File: src/ppfc_pkg.sv
// Purpose: constants for the port pin function control block
// Assumes: byte-wide register port at fixed offsets
// Notes:   every offset, field position, reset value and count lives here
//
// How it works
// - strobe separates address from data in time
// - address output chosen pin by pin
// - select bit one drives address, zero I/O
// - high byte port B only, low both
// - port B byte chosen by configuration input
// - select and drive registers reset to zero
// - port A repeats data byte within window
// - window is OR of two selects
// - repeater active after enable bit seven set
// - repeater takes all eight port A pins
// - four test pins on port C reserved
// - drive types writable anytime, default push-pull
// - open-drain bit one means open drain
// - slew bit one means high slew
// - A/B bits 7-4 drain, 3-0 slew
// - port C bits 7,4,3,2 drain only
// - enable-out reads final pin enables anytime
// - enable combines array, direction, repeater
// - enable is array OR direction when address select, repeater and open drain are off; direction resets zero
package ppfc_pkg;
   localparam int          DATA_WIDTH       = 8;
   localparam int          ADDR_WIDTH       = 16;
   localparam int          REG_ADDR_WIDTH   = 8;
   // register offsets
   localparam logic [7:0]  OFS_A_ADDR_SEL   = 8'h02;
   localparam logic [7:0]  OFS_B_ADDR_SEL   = 8'h03;
   localparam logic [7:0]  OFS_A_DIR        = 8'h06;
   localparam logic [7:0]  OFS_B_DIR        = 8'h07;
   localparam logic [7:0]  OFS_A_DRIVE      = 8'h08;
   localparam logic [7:0]  OFS_B_DRIVE      = 8'h09;
   localparam logic [7:0]  OFS_A_OE_STATUS  = 8'h0C;
   localparam logic [7:0]  OFS_B_OE_STATUS  = 8'h0D;
   localparam logic [7:0]  OFS_C_DIR        = 8'h14;
   localparam logic [7:0]  OFS_C_DRIVE      = 8'h16;
   localparam logic [7:0]  OFS_C_OE_STATUS  = 8'h1A;
   localparam logic [7:0]  OFS_MAP_CTRL     = 8'hE0;
   // reset values
   localparam logic [7:0]  RESET_VALUE      = 8'h00;
   // field positions
   localparam int          REPEATER_EN_BIT  = 7;
   localparam logic [7:0]  DRAIN_FIELD_AB   = 8'hF0;
   localparam logic [7:0]  SLEW_FIELD_AB    = 8'h0F;
   localparam logic [7:0]  C_USABLE_MASK    = 8'h9C;
   localparam int          HIGH_BYTE_SHIFT  = 8;
endpackage

File: src/ppfc_addr_latch.sv
// Purpose: low address byte latch on strobe falling edge
// Assumes: strobe synchronous to clock from the CPU core
// Notes:   high byte passes straight through from the bus
`timescale 1ns/1ns
`default_nettype none
module ppfc_addr_latch #(
   parameter int ADDR_WIDTH = ppfc_pkg::ADDR_WIDTH
) (
   input  wire logic                  clock,
   input  wire logic                  reset_n,
   input  wire logic                  latch_strobe,
   input  wire logic [ADDR_WIDTH-1:0] bus_addr,
   output var  logic [ADDR_WIDTH-1:0] latched_addr
);
   typedef struct packed {
      logic       strobe_d;
      logic [7:0] low;
   } ppfc_latch_state_type;

   ppfc_latch_state_type state_reg;
   ppfc_latch_state_type state_next;

   // capture low byte when strobe falls
   always_comb begin
      state_next          = state_reg;
      state_next.strobe_d = latch_strobe;
      if (state_reg.strobe_d && !latch_strobe) begin
         state_next.low = bus_addr[7:0];
      end
   end

   always_ff @(posedge clock or negedge reset_n) begin
      if (!reset_n) begin
         state_reg <= '0;
      end else begin
         state_reg <= state_next;
      end
   end

   // high byte follows bus, low byte held between strobes
   assign latched_addr = {bus_addr[ADDR_WIDTH-1:8], state_reg.low};
endmodule
`default_nettype wire

File: src/ppfc_pin_slice.sv
// Purpose: one port pin output mux and enable combine
// Assumes: all inputs on the block clock
// Notes:   combinational; the top registers the results
`timescale 1ns/1ns
`default_nettype none
module ppfc_pin_slice (
   input  wire logic io_data,
   input  wire logic array_data,
   input  wire logic array_oe,
   input  wire logic array_owns,
   input  wire logic dir_bit,
   input  wire logic addr_sel,
   input  wire logic addr_bit,
   input  wire logic rep_active,
   input  wire logic rep_out,
   input  wire logic rep_data,
   input  wire logic open_drain,
   output var  logic pin_data,
   output var  logic pin_oe
);
   logic raw_data;
   logic raw_oe;

   // pick the pin function and its enable
   always_comb begin
      raw_data = io_data;
      raw_oe   = array_oe | dir_bit;
      if (rep_active) begin
         raw_data = rep_data;
         raw_oe   = rep_out;
      end else if (addr_sel) begin
         raw_data = addr_bit;
         raw_oe   = 1'b1;
      end else if (array_owns) begin
         raw_data = array_data;
      end
      // open drain drives only lows
      pin_data = open_drain ? 1'b0 : raw_data;
      pin_oe   = open_drain ? (raw_oe & ~raw_data) : raw_oe;
   end
endmodule
`default_nettype wire

File: src/ppfc_top.sv
// Purpose: port A/B/C special pin functions and drive control
// Assumes: CPU register port byte wide, synchronous to clock
// Notes:   all outputs registered; pin enables lag one cycle
`timescale 1ns/1ns
`default_nettype none
module ppfc_top #(
   parameter int W = ppfc_pkg::DATA_WIDTH
) (
   input  wire logic                                    clock,
   input  wire logic                                    reset_n,
   // register port
   input  wire logic [ppfc_pkg::REG_ADDR_WIDTH-1:0]     reg_addr,
   input  wire logic                                    reg_write,
   input  wire logic                                    reg_read,
   input  wire logic [W-1:0]                            reg_wdata,
   output var  logic [W-1:0]                            reg_rdata,
   // cpu bus
   input  wire logic                                    address_latch_strobe,
   input  wire logic [ppfc_pkg::ADDR_WIDTH-1:0]         cpu_addr,
   input  wire logic [W-1:0]                            cpu_wdata,
   input  wire logic                                    cpu_rd,
   input  wire logic                                    cpu_wr,
   output var  logic [W-1:0]                            cpu_rdata,
   output var  logic                                    cpu_rdata_valid,
   // decode array
   input  wire logic                                    peripheral_window_select_zero,
   input  wire logic                                    peripheral_window_select_one,
   input  wire logic [W-1:0]                            port_b_high_byte_cfg,
   input  wire logic [W-1:0]                            array_oe_a,
   input  wire logic [W-1:0]                            array_oe_b,
   input  wire logic [W-1:0]                            array_oe_c,
   input  wire logic [W-1:0]                            array_owns_a,
   input  wire logic [W-1:0]                            array_owns_b,
   input  wire logic [W-1:0]                            array_owns_c,
   input  wire logic [W-1:0]                            array_data_a,
   input  wire logic [W-1:0]                            array_data_b,
   input  wire logic [W-1:0]                            array_data_c,
   input  wire logic [W-1:0]                            io_data_a,
   input  wire logic [W-1:0]                            io_data_b,
   input  wire logic [W-1:0]                            io_data_c,
   // pins
   input  wire logic [W-1:0]                            port_a_in,
   output var  logic [W-1:0]                            port_a_out,
   output var  logic [W-1:0]                            port_a_oe,
   output var  logic [W-1:0]                            port_b_out,
   output var  logic [W-1:0]                            port_b_oe,
   output var  logic [W-1:0]                            port_c_out,
   output var  logic [W-1:0]                            port_c_oe,
   output var  logic [W-1:0]                            port_slew_fast
);
   typedef struct packed {
      logic [W-1:0] a_sel;
      logic [W-1:0] b_sel;
      logic [W-1:0] a_dir;
      logic [W-1:0] b_dir;
      logic [W-1:0] c_dir;
      logic [W-1:0] a_drv;
      logic [W-1:0] b_drv;
      logic [W-1:0] c_drv;
      logic [W-1:0] map_ctrl;
      logic [W-1:0] rdata;
      logic [W-1:0] a_out;
      logic [W-1:0] a_oe;
      logic [W-1:0] b_out;
      logic [W-1:0] b_oe;
      logic [W-1:0] c_out;
      logic [W-1:0] c_oe;
      logic [W-1:0] slew;
      logic [W-1:0] cpu_rdata;
      logic         cpu_valid;
      logic [W-1:0] pin_s1;
      logic [W-1:0] pin_s2;
      logic [W-1:0] pin_s3;
   } ppfc_state_type;

   ppfc_state_type state_reg;
   ppfc_state_type state_next;

   logic [ppfc_pkg::ADDR_WIDTH-1:0] latched_addr;
   logic [W-1:0]                    a_pin_d;
   logic [W-1:0]                    a_pin_e;
   logic [W-1:0]                    b_pin_d;
   logic [W-1:0]                    b_pin_e;
   logic [W-1:0]                    c_pin_d;
   logic [W-1:0]                    c_pin_e;
   logic [W-1:0]                    b_addr;
   logic                            window;
   logic                            rep_active;
   logic                            rep_out;

   // *******************************************
   // address latch
   // *******************************************
   ppfc_addr_latch #(.ADDR_WIDTH(ppfc_pkg::ADDR_WIDTH)) u_latch (
      .clock        (clock),
      .reset_n      (reset_n),
      .latch_strobe (address_latch_strobe),
      .bus_addr     (cpu_addr),
      .latched_addr (latched_addr)
   );

   // *******************************************
   // repeater window
   // *******************************************
   assign window     = peripheral_window_select_zero | peripheral_window_select_one;
   assign rep_active = state_reg.map_ctrl[ppfc_pkg::REPEATER_EN_BIT];
   assign rep_out    = rep_active & window & cpu_wr;

   // *******************************************
   // per pin slices
   // *******************************************
   genvar gi;
   generate
      for (gi = 0; gi < W; gi++) begin : g_pin
         // port B byte picked by configuration
         assign b_addr[gi] = port_b_high_byte_cfg[gi] ?
                             latched_addr[gi+ppfc_pkg::HIGH_BYTE_SHIFT] :
                             latched_addr[gi];
         ppfc_pin_slice u_a (
            .io_data    (io_data_a[gi]),
            .array_data (array_data_a[gi]),
            .array_oe   (array_oe_a[gi]),
            .array_owns (array_owns_a[gi]),
            .dir_bit    (state_reg.a_dir[gi]),
            .addr_sel   (state_reg.a_sel[gi]),
            .addr_bit   (latched_addr[gi]),
            .rep_active (rep_active),
            .rep_out    (rep_out),
            .rep_data   (cpu_wdata[gi]),
            .open_drain (state_reg.a_drv[gi] & ppfc_pkg::DRAIN_FIELD_AB[gi]),
            .pin_data   (a_pin_d[gi]),
            .pin_oe     (a_pin_e[gi])
         );
         ppfc_pin_slice u_b (
            .io_data    (io_data_b[gi]),
            .array_data (array_data_b[gi]),
            .array_oe   (array_oe_b[gi]),
            .array_owns (array_owns_b[gi]),
            .dir_bit    (state_reg.b_dir[gi]),
            .addr_sel   (state_reg.b_sel[gi]),
            .addr_bit   (b_addr[gi]),
            .rep_active (1'b0),
            .rep_out    (1'b0),
            .rep_data   (1'b0),
            .open_drain (state_reg.b_drv[gi] & ppfc_pkg::DRAIN_FIELD_AB[gi]),
            .pin_data   (b_pin_d[gi]),
            .pin_oe     (b_pin_e[gi])
         );
         ppfc_pin_slice u_c (
            .io_data    (io_data_c[gi]),
            .array_data (array_data_c[gi]),
            .array_oe   (array_oe_c[gi] & ppfc_pkg::C_USABLE_MASK[gi]),
            .array_owns (array_owns_c[gi]),
            .dir_bit    (state_reg.c_dir[gi] & ppfc_pkg::C_USABLE_MASK[gi]),
            .addr_sel   (1'b0),
            .addr_bit   (1'b0),
            .rep_active (1'b0),
            .rep_out    (1'b0),
            .rep_data   (1'b0),
            .open_drain (state_reg.c_drv[gi] & ppfc_pkg::C_USABLE_MASK[gi]),
            .pin_data   (c_pin_d[gi]),
            .pin_oe     (c_pin_e[gi])
         );
      end
   endgenerate

   // *******************************************
   // register file and pin staging
   // *******************************************
   always_comb begin
      state_next = state_reg;
      // register writes, any time
      if (reg_write) begin
         case (reg_addr)
            ppfc_pkg::OFS_A_ADDR_SEL: state_next.a_sel = reg_wdata;
            ppfc_pkg::OFS_B_ADDR_SEL: state_next.b_sel = reg_wdata;
            ppfc_pkg::OFS_A_DIR:      state_next.a_dir = reg_wdata;
            ppfc_pkg::OFS_B_DIR:      state_next.b_dir = reg_wdata;
            ppfc_pkg::OFS_C_DIR:      state_next.c_dir = reg_wdata & ppfc_pkg::C_USABLE_MASK;
            ppfc_pkg::OFS_A_DRIVE:    state_next.a_drv = reg_wdata;
            ppfc_pkg::OFS_B_DRIVE:    state_next.b_drv = reg_wdata;
            ppfc_pkg::OFS_C_DRIVE:    state_next.c_drv = reg_wdata & ppfc_pkg::C_USABLE_MASK;
            ppfc_pkg::OFS_MAP_CTRL:   state_next.map_ctrl = reg_wdata;
            default: ;
         endcase
      end
      // register reads, status reflects final enables
      state_next.rdata = ppfc_pkg::RESET_VALUE;
      if (reg_read) begin
         case (reg_addr)
            ppfc_pkg::OFS_A_ADDR_SEL:  state_next.rdata = state_reg.a_sel;
            ppfc_pkg::OFS_B_ADDR_SEL:  state_next.rdata = state_reg.b_sel;
            ppfc_pkg::OFS_A_DIR:       state_next.rdata = state_reg.a_dir;
            ppfc_pkg::OFS_B_DIR:       state_next.rdata = state_reg.b_dir;
            ppfc_pkg::OFS_C_DIR:       state_next.rdata = state_reg.c_dir;
            ppfc_pkg::OFS_A_DRIVE:     state_next.rdata = state_reg.a_drv;
            ppfc_pkg::OFS_B_DRIVE:     state_next.rdata = state_reg.b_drv;
            ppfc_pkg::OFS_C_DRIVE:     state_next.rdata = state_reg.c_drv;
            ppfc_pkg::OFS_MAP_CTRL:    state_next.rdata = state_reg.map_ctrl;
            ppfc_pkg::OFS_A_OE_STATUS: state_next.rdata = state_reg.a_oe;
            ppfc_pkg::OFS_B_OE_STATUS: state_next.rdata = state_reg.b_oe;
            ppfc_pkg::OFS_C_OE_STATUS: state_next.rdata = state_reg.c_oe;
            default:                   state_next.rdata = ppfc_pkg::RESET_VALUE;
         endcase
      end
      // pin staging
      state_next.a_out = a_pin_d;
      state_next.a_oe  = a_pin_e;
      state_next.b_out = b_pin_d;
      state_next.b_oe  = b_pin_e;
      state_next.c_out = c_pin_d;
      state_next.c_oe  = c_pin_e;
      state_next.slew  = (state_reg.a_drv | state_reg.b_drv) & ppfc_pkg::SLEW_FIELD_AB;
      // inbound repeater path, three-stage pin sampling
      state_next.pin_s1 = port_a_in;
      state_next.pin_s2 = state_reg.pin_s1;
      state_next.pin_s3 = state_reg.pin_s2;
      state_next.cpu_valid = rep_active & window & cpu_rd &
                             (state_reg.pin_s2 == state_reg.pin_s3);
      if (state_next.cpu_valid) begin
         state_next.cpu_rdata = state_reg.pin_s3;
      end
   end

   always_ff @(posedge clock or negedge reset_n) begin
      if (!reset_n) begin
         state_reg <= '0;
      end else begin
         state_reg <= state_next;
      end
   end

   assign reg_rdata       = state_reg.rdata;
   assign port_a_out      = state_reg.a_out;
   assign port_a_oe       = state_reg.a_oe;
   assign port_b_out      = state_reg.b_out;
   assign port_b_oe       = state_reg.b_oe;
   assign port_c_out      = state_reg.c_out;
   assign port_c_oe       = state_reg.c_oe;
   assign port_slew_fast  = state_reg.slew;
   assign cpu_rdata       = state_reg.cpu_rdata;
   assign cpu_rdata_valid = state_reg.cpu_valid;

   // *******************************************
   // checks
   // *******************************************
   property p_sel_reset;
      @(posedge clock) $rose(reset_n) |-> (state_reg.a_sel == 8'h00 && state_reg.b_drv == 8'h00);
   endproperty
   a_sel_reset: assert property (p_sel_reset) else $error("select not zero after reset");

   property p_rep_write_drive;
      @(posedge clock) disable iff (!reset_n)
      (rep_active && window && cpu_wr) |=> (port_a_oe == 8'hFF || state_reg.a_drv[7:4] != 4'h0);
   endproperty
   a_rep_write_drive: assert property (p_rep_write_drive) else $error("repeater not driving");

   property p_rep_read_off;
      @(posedge clock) disable iff (!reset_n)
      (rep_active && !cpu_wr) |=> (port_a_oe == 8'h00);
   endproperty
   a_rep_read_off: assert property (p_rep_read_off) else $error("repeater drives on read");

   property p_window_or;
      @(posedge clock) disable iff (!reset_n)
      (rep_active && cpu_wr && peripheral_window_select_one && state_reg.a_drv == 8'h00)
         |=> (port_a_oe == 8'hFF);
   endproperty
   a_window_or: assert property (p_window_or) else $error("select one ignored");

   property p_repeater_gate;
      @(posedge clock) disable iff (!reset_n)
      (!rep_active) |=> !cpu_rdata_valid;
   endproperty
   a_repeater_gate: assert property (p_repeater_gate) else $error("repeat without enable");

   property p_test_pins;
      @(posedge clock) disable iff (!reset_n)
      ##1 (port_c_oe & ~ppfc_pkg::C_USABLE_MASK) == 8'h00;
   endproperty
   a_test_pins: assert property (p_test_pins) else $error("test pin driven");

   property p_status_read;
      @(posedge clock) disable iff (!reset_n)
      (reg_read && reg_addr == ppfc_pkg::OFS_A_OE_STATUS) |=> (reg_rdata == $past(port_a_oe));
   endproperty
   a_status_read: assert property (p_status_read) else $error("status mismatch");

   property p_addr_drive;
      @(posedge clock) disable iff (!reset_n)
      (!rep_active && state_reg.a_sel[0] && state_reg.a_drv[3:0] == 4'h0)
         |=> (port_a_oe[0] && port_a_out[0] == $past(latched_addr[0]));
   endproperty
   a_addr_drive: assert property (p_addr_drive) else $error("address bit not driven");

   property p_slew;
      @(posedge clock) disable iff (!reset_n)
      (state_reg.b_drv[0]) |=> port_slew_fast[0];
   endproperty
   a_slew: assert property (p_slew) else $error("slew not selected");
endmodule
`default_nettype wire

File: config.mk
export PLATFORM = sky130hd
export DESIGN_NAME = ppfc_top
export DESIGN_NICKNAME = d
export VERILOG_FILES = /design/src/ppfc_pkg.sv /design/src/ppfc_addr_latch.sv /design/src/ppfc_pin_slice.sv /design/src/ppfc_top.sv
export SDC_FILE = /design/constraint.sdc
export NUM_CORES = 1
export LEC_CHECK = 0
export BUFFER_PORTS_ARGS = -buffer_cell sky130_fd_sc_hd__buf_2
export CORE_MARGIN = 2
export CORE_UTILIZATION = 46
export CTS_BUF_LIST = sky130_fd_sc_hd__clkbuf_16
export CTS_CLUSTER_SIZE = 28
export DETAILED_ROUTE_END_ITERATION = 12
export GPL_ROUTABILITY_DRIVEN = 0
export PLACE_DENSITY = 0.82
export SLEW_MARGIN = 20
export SYNTH_ARGS = -nofsm -noshare
export SYNTH_HDL_FRONTEND = slang
export SYNTH_SLANG_ARGS = --single-unit
export TNS_END_PERCENT = 5
File: constraint.sdc
create_clock -name clock -period 1.58 [get_ports clock]
set_input_delay 0.158 -clock clock [delete_from_list [all_inputs] [get_ports clock]]
set_output_delay 0.158 -clock clock [all_outputs]
set_load 0.05 [all_outputs]
==> impl_metrics.env, run 1 <==
export IMPL_ctsRootBufferMaster="sky130_fd_sc_hd__clkbuf_16"
export IMPL_finish_net_count=1036
export IMPL_drt_first_pass_iters=4
export IMPL_drc=0
export IMPL_final_hold_violation_count=0
export IMPL_diodes=0
export IMPL_instance_count_of_the_mapped_netlist=614
export IMPL_post_route_cells_drive_above_1_share_pct=47.41
export IMPL_average_footprint_of_a_synthesized_cell_um2=12.28
export IMPL_cell_area_synth_um2=7538
export IMPL_clock_skew_ns=0.007760
export IMPL_detail_route_wirelength_mm=20.10
export IMPL_num_io_pins=234
export IMPL_worst_skew_pair_late_latency_ns=0.42
export IMPL_reg2regPathDepth=5
export IMPL_post_synth_num_cell_types=51
export IMPL_final_min_period_over_clock_period_pct=97.62
export IMPL_ant_nets=0
export IMPL_grt_usage_pct=23.18
export IMPL_number_of_global_route_vias_before_repair=5922
export IMPL_fp_dieW_um=132.0
export IMPL_max_freq_mhz=648.3
export IMPL_cts_resized=0
export IMPL_vias=5781
export IMPL_min_from="array_oe_a[1]"
export IMPL_aggregate_negative_setup_slack_ns=0
export IMPL_min_period_ns=1.542
export IMPL_crit_start="state_reg[0]"
export IMPL_placeableCoreArea_um2=15940
export IMPL_worstPathArrival_ns=1.85
export IMPL_critical_path_class="flop to flop"
export IMPL_synth_warnings=0
export IMPL_wire_per_inst_um=18.20
export IMPL_layout_cells_most_common_list="sky130_fd_sc_hd__buf_2 (220), sky130_fd_sc_hd__dfrtp_1 (162), sky130_fd_sc_hd__mux2_2 (84)"
export IMPL_final_power_mw=10.22
export IMPL_grt_max_degree=45
export IMPL_postSynth_topFlopCell="sky130_fd_sc_hd__dfrtp_1"
export IMPL_vias_per_cell=5.236
export IMPL_worst_ep_required_time_ns=1.89
export IMPL_placedInstanceArea_um2=8783
export IMPL_power_leakage_nw=4.853
export IMPL_die_ar_um2=17430
export IMPL_initial_antenna_violation_count=0
export IMPL_place_detailed_hpwl_mm=14.60
export IMPL_ctsLongestPathBuffers=2
export IMPL_cts_htree_levels=4
export IMPL_clk_pin_slew_ns=0.07
export IMPL_layout_cells_most_common="sky130_fd_sc_hd__buf_2"
export IMPL_max_cap_viol_count=0
export IMPL_dp_slack_ns=-0.3097
export IMPL_unrepaired_setup_endpoints_after_global_routing="true"
export IMPL_vdd_ir_drop_max_uv=710.3
export IMPL_hold_class="primary input to flop"
export IMPL_synth_seq_area_share_pct=53.78
export IMPL_synth_ff_latch_count=162
export IMPL_maximum_fanout_encountered_on_the_critical_timing_path=4
export IMPL_startpoint_class_of_the_critical_path="flop"
export IMPL_hold_path_depth=3
export IMPL_drv_slew=0
export IMPL_gr_total_overflow=0
export IMPL_initial_util_pct=47.28
export IMPL_areaGrowthSynthToFinish_pct=30.09
export IMPL_synth_enable_flop_cells=0
export IMPL_postLayoutCellArea_um2=9807
export IMPL_grt_first_pass_wirelength_mm=31.18
export IMPL_outcome="complete, no violations"
export IMPL_power_density_nw_per_um2=1042
export IMPL_largest_register_ff_count=71
export IMPL_report_final_setup_viol=0
export IMPL_die_h_um=132.0
export IMPL_least_setup_slack_across_all_paths_after_layout_ns=0.03754
export IMPL_1st_iter_drt_viols=275
export IMPL_fp_row_count=46
export IMPL_cp_end_kind="flop"
export IMPL_clock_sink_count=162
export IMPL_share_of_async_settable_or_async_resettable_flops_after_synthesis_pct=100.0
export IMPL_place_port_buffers=221
export IMPL_crit_reg2reg_launch="state_reg[0]"
export IMPL_tritoncts="done"
export IMPL_cts_made_buffers=17
## cell usage after synthesis (7+ instances only)
cell type / n / area, µm²
sky130_fd_sc_hd__nand2_1: 26 / 97.59
sky130_fd_sc_hd__a22oi_1: 7 / 52.55
sky130_fd_sc_hd__a31oi_1: 9 / 56.30
sky130_fd_sc_hd__nor2b_1: 29 / 181.4
sky130_fd_sc_hd__mux2i_1: 30 / 300.3
sky130_fd_sc_hd__mux2_4: 8 / 120.1
sky130_fd_sc_hd__buf_4: 72 / 540.5
sky130_fd_sc_hd__dfrtp_1: 162 / 4054
sky130_fd_sc_hd__xnor2_1: 8 / 70.07
sky130_fd_sc_hd__a21oi_1: 27 / 135.1
sky130_fd_sc_hd__mux2_2: 84 / 945.9
sky130_fd_sc_hd__nor3_1: 18 / 90.09
sky130_fd_sc_hd__a221oi_1: 9 / 78.83
sky130_fd_sc_hd__nor2_1: 20 / 75.07
sky130_fd_sc_hd__o21ai_0: 13 / 65.06
sky130_fd_sc_hd__clkbuf_1: 7 / 26.28
sky130_fd_sc_hd__a211oi_1: 12 / 90.09
## worst max-delay path: stages, from the launching register on
cell,delay [ns]
sky130_fd_sc_hd__dfrtp_1,0.39
sky130_fd_sc_hd__xnor2_1,0.17
sky130_fd_sc_hd__nand4_1,0.14
sky130_fd_sc_hd__nor3_2,0.22
sky130_fd_sc_hd__buf_4,0.18
sky130_fd_sc_hd__mux2_2,0.33
## metrics by stage
| step | util [%] | instances | hold WS, ns |
|---|---|---|---|
| after floorplan | - | 621 | -0.1376 |
| after global placement | 55.09 | 1029 | 0.1167 |
| after detailed placement | 55.09 | 1029 | 0.1242 |
| after CTS | 61.47 | 1103 | 0.0006549 |
| after global routing | 61.51 | 1104 | 0.01825 |
| final | 61.51 | 1104 | 0.01710 |
## metal layers
metal / vias to the layer above / wire, µm / global-route usage, %
li1: 2650 / - / -
met1: 2836 / 8679 / 30.65
met2: 273 / 9775 / 38.34
met3: 22 / 1376 / 5.575
met4: 0 / 265 / 6.220
met5: - / 0 / 0
## timing repair
item	CTS	global route
hold endpoints to repair	76	0
setup buffers	0	1
hold buffers	42	0
setup endpoints to repair	0	8
## area by class of cell
class | instances | area (µm²)
fillers | 1272 | 6136
flip-flops and latches | 162 | 4054
multi-input cells | 368 | 2855
repair buffers | 323 | 2021
clock buffers | 17 | 425.4
well taps | 216 | 270.3
clock inverters | 15 | 170.2
inverters | 3 | 11.26
## power by group
part           internal (mW)  leakage [nW]  switching [mW]  total (mW)
clock                   2.38         0.294            1.77        4.15
combinational          0.612          2.48           0.887        1.50
sequential              4.39          2.07           0.179        4.57
## final timing paths
path                             endpoint  slack, ns
setup / recovery             cpu_rdata[6]       0.04
hold / removal               port_a_oe[1]       0.02
setup reg to reg             cpu_rdata[6]       0.04
hold reg to reg             state_next[5]       0.35
max in group asynchronous  state_reg[115]       0.78
min in group asynchronous   port_c_out[0]       0.24
## cell families after synthesis
family / synth area share (%)
XOR/XNOR: 0.9295
AND/OR/NAND/NOR: 10.19
AO/OA/AOI/OAI: 8.233
multiplexers: 18.12
flip-flops: 53.78
buffers and inverters: 8.697
other: 0.04974
No activity file was read; power rests on OpenSTA's default activity.
==> inputs of run 2 (changes only) <==
--- a/config.mk
+++ b/config.mk
@@ -7,4 +7,5 @@
 export LEC_CHECK = 0
 export BUFFER_PORTS_ARGS = -buffer_cell sky130_fd_sc_hd__buf_2
+export CORE_ASPECT_RATIO = 1.5
 export CORE_MARGIN = 2
 export CORE_UTILIZATION = 46
==> constraint.sdc (replaced) <==
create_clock -name clock -period 1.58 [get_ports clock]
set_input_delay 0.079 -clock clock [delete_from_list [all_inputs] [get_ports clock]]
set_output_delay 0.079 -clock clock [all_outputs]
set_load 0.05 [all_outputs]
==> impl_metrics.env, run 2 (synthesis gave the netlist of run 1 again) <==
export IMPL_grt_usage_pct=24.53
export IMPL_unrepaired_setup_endpoints_after_global_routing="true"
export IMPL_timing_hold_ws_ns=0.01370
export IMPL_fin_cells=1116
export IMPL_clk_pin_slew_ns=0.08
export IMPL_die_ar_um2=17450
export IMPL_worstPathArrival_ns=1.84
export IMPL_worst_ep_required_time_ns=1.88
export IMPL_grt_first_pass_wirelength_mm=32.29
export IMPL_placeableCoreArea_um2=16120
export IMPL_layout_cells_most_common_list="sky130_fd_sc_hd__buf_2 (220), sky130_fd_sc_hd__dfrtp_1 (162), sky130_fd_sc_hd__mux2_2 (76)"
export IMPL_vdd_ir_drop_max_uv=535.7
export IMPL_final_min_period_over_clock_period_pct=97.04
export IMPL_startpoint_class_of_the_critical_path="flop"
export IMPL_ctsRootBufferMaster="sky130_fd_sc_hd__clkbuf_16"
export IMPL_met3WireLength_mm=1.311
export IMPL_initial_antenna_violation_count=0
export IMPL_1st_iter_drt_viols=500
export IMPL_report_final_setup_viol=0
export IMPL_fp_dieW_um=108.5
export IMPL_drc=0
export IMPL_final_power_mw=10.22
export IMPL_wirelength_met1_mm=7.789
export IMPL_post_route_cells_drive_above_1_share_pct=45.82
export IMPL_detail_route_wirelength_mm=21.20
export IMPL_min_period_ns=1.533
export IMPL_critical_path_class="flop to flop"
export IMPL_clock_sink_count=162
export IMPL_num_io_pins=234
export IMPL_areaGrowthSynthToFinish_pct=34.14
export IMPL_gr_total_overflow=0
export IMPL_place_detailed_hpwl_mm=14.84
export IMPL_place_port_buffers=221
export IMPL_finish_net_count=1058
export IMPL_outcome="complete, no violations"
export IMPL_grt_max_degree=42
export IMPL_placed_cells=1012
export IMPL_highest_layer="met4"
export IMPL_vias_per_cell=5.377
export IMPL_worst_skew_pair_late_latency_ns=0.43
export IMPL_die_h_um=160.8
export IMPL_cp_end_kind="flop"
export IMPL_max_freq_mhz=652.2
export IMPL_tritoncts="done"
export IMPL_cts_made_buffers=17
export IMPL_wl_met2_mm=11.44
export IMPL_power_leakage_nw=4.959
export IMPL_vias=6001
export IMPL_wire_per_inst_um=19.00
export IMPL_hold_class="primary input to flop"
export IMPL_power_density_nw_per_um2=1010
export IMPL_drt_first_pass_iters=6
export IMPL_cts_htree_levels=4
export IMPL_fp_row_count=57
export IMPL_clock_skew_ns=0.01351
export IMPL_maximum_fanout_encountered_on_the_critical_timing_path=4
export IMPL_max_cap_viol_count=0
export IMPL_initial_util_pct=46.77
export IMPL_ant_nets=0
export IMPL_layout_cells_most_common="sky130_fd_sc_hd__buf_2"
export IMPL_largest_register_ff_count=71
export IMPL_drv_slew=0
export IMPL_number_of_global_route_vias_before_repair=6222
export IMPL_final_hold_violation_count=0
export IMPL_diodes=0
export IMPL_ctsLongestPathBuffers=2
[run 2: cell types whose count changed in the layout (fill, tap and decap cells not counted), moves of 3 or more]
cell / change
sky130_fd_sc_hd__dlygate4sd3_1: +29
sky130_fd_sc_hd__buf_4: -11
sky130_fd_sc_hd__mux2_2: -8
sky130_fd_sc_hd__mux2_4: +8
sky130_fd_sc_hd__buf_12: +4
sky130_fd_sc_hd__inv_8: +4
sky130_fd_sc_hd__inv_6: -3
[run 2: final timing paths]
| check | start | end | slack (ns) | cells after the start |
|---|---|---|---|---|
| max | state_next[5] | cpu_rdata[6] | 0.05 | 5 |
| min | port_b_high_byte_cfg[7] | port_b_oe[7] | 0.01 | 3 |
| max reg2reg | state_next[5] | cpu_rdata[6] | 0.05 | 5 |
| min reg2reg | state_next[13] | state_next[5] | 0.35 | 0 |
| max in group asynchronous | reset_n | state_reg[147] | 0.89 | 3 |
| min in group asynchronous | reset_n | cpu_rdata[1] | 0.13 | 2 |
[run 2: final cells by class]
cell class | count | area, µm²
well taps | 206 | 257.7
multi-input cells | 368 | 2893
repair buffers | 345 | 2308
clock buffers | 17 | 425.4
clock inverters | 15 | 162.7
flip-flops and latches | 162 | 4054
inverters | 3 | 11.26
fillers | 1236 | 6006
[run 2: metrics by stage]
stage          setup TNS [ns]  cell area, µm²  setup WS, ns  utilization [%]
5_1_grt               -0.1512           10110      -0.02691            62.74
4_1_cts                     0           10070       0.05366            62.46
3_3_place_gp           -5.539            8768       -0.1663            54.40
3_5_place_dp           -7.971            8768       -0.1949            54.40
2_1_floorplan          -2.475            7569       -0.1721                -
6_report                    0           10110       0.04680            62.74
[run 2: where the power goes]
group / switching (mW) / internal (mW) / total, mW / leakage [nW]
Sequential: 0.182 / 4.39 / 4.57 / 2.07
Combinational: 0.915 / 0.670 / 1.59 / 2.60
Clock: 1.93 / 2.13 / 4.06 / 0.287
[run 2: worst max-delay path, cell delays in order, from the launching register on]
cell and delay, ns:
sky130_fd_sc_hd__dfrtp_1 0.41, sky130_fd_sc_hd__xnor2_2 0.16, sky130_fd_sc_hd__nand4_1 0.13, sky130_fd_sc_hd__nor3_2 0.22, sky130_fd_sc_hd__buf_4 0.18, sky130_fd_sc_hd__mux2_4 0.30
[run 2: timing repair]
item / 4_1_cts / 5_1_grt
setup buffers: 0 / 1
setup endpoints to repair: 0 / 8
hold buffers: 71 / 0
endpoints found under the hold margin: 220 / 0
resized for setup: 0 / 9
[run 2: layer usage]
layer / vias up / global-route usage, %
met4: 0 / 9.615
met5: - / 0
met3: 58 / 4.667
met2: 303 / 43.49
li1: 2707 / -
met1: 2933 / 28.82
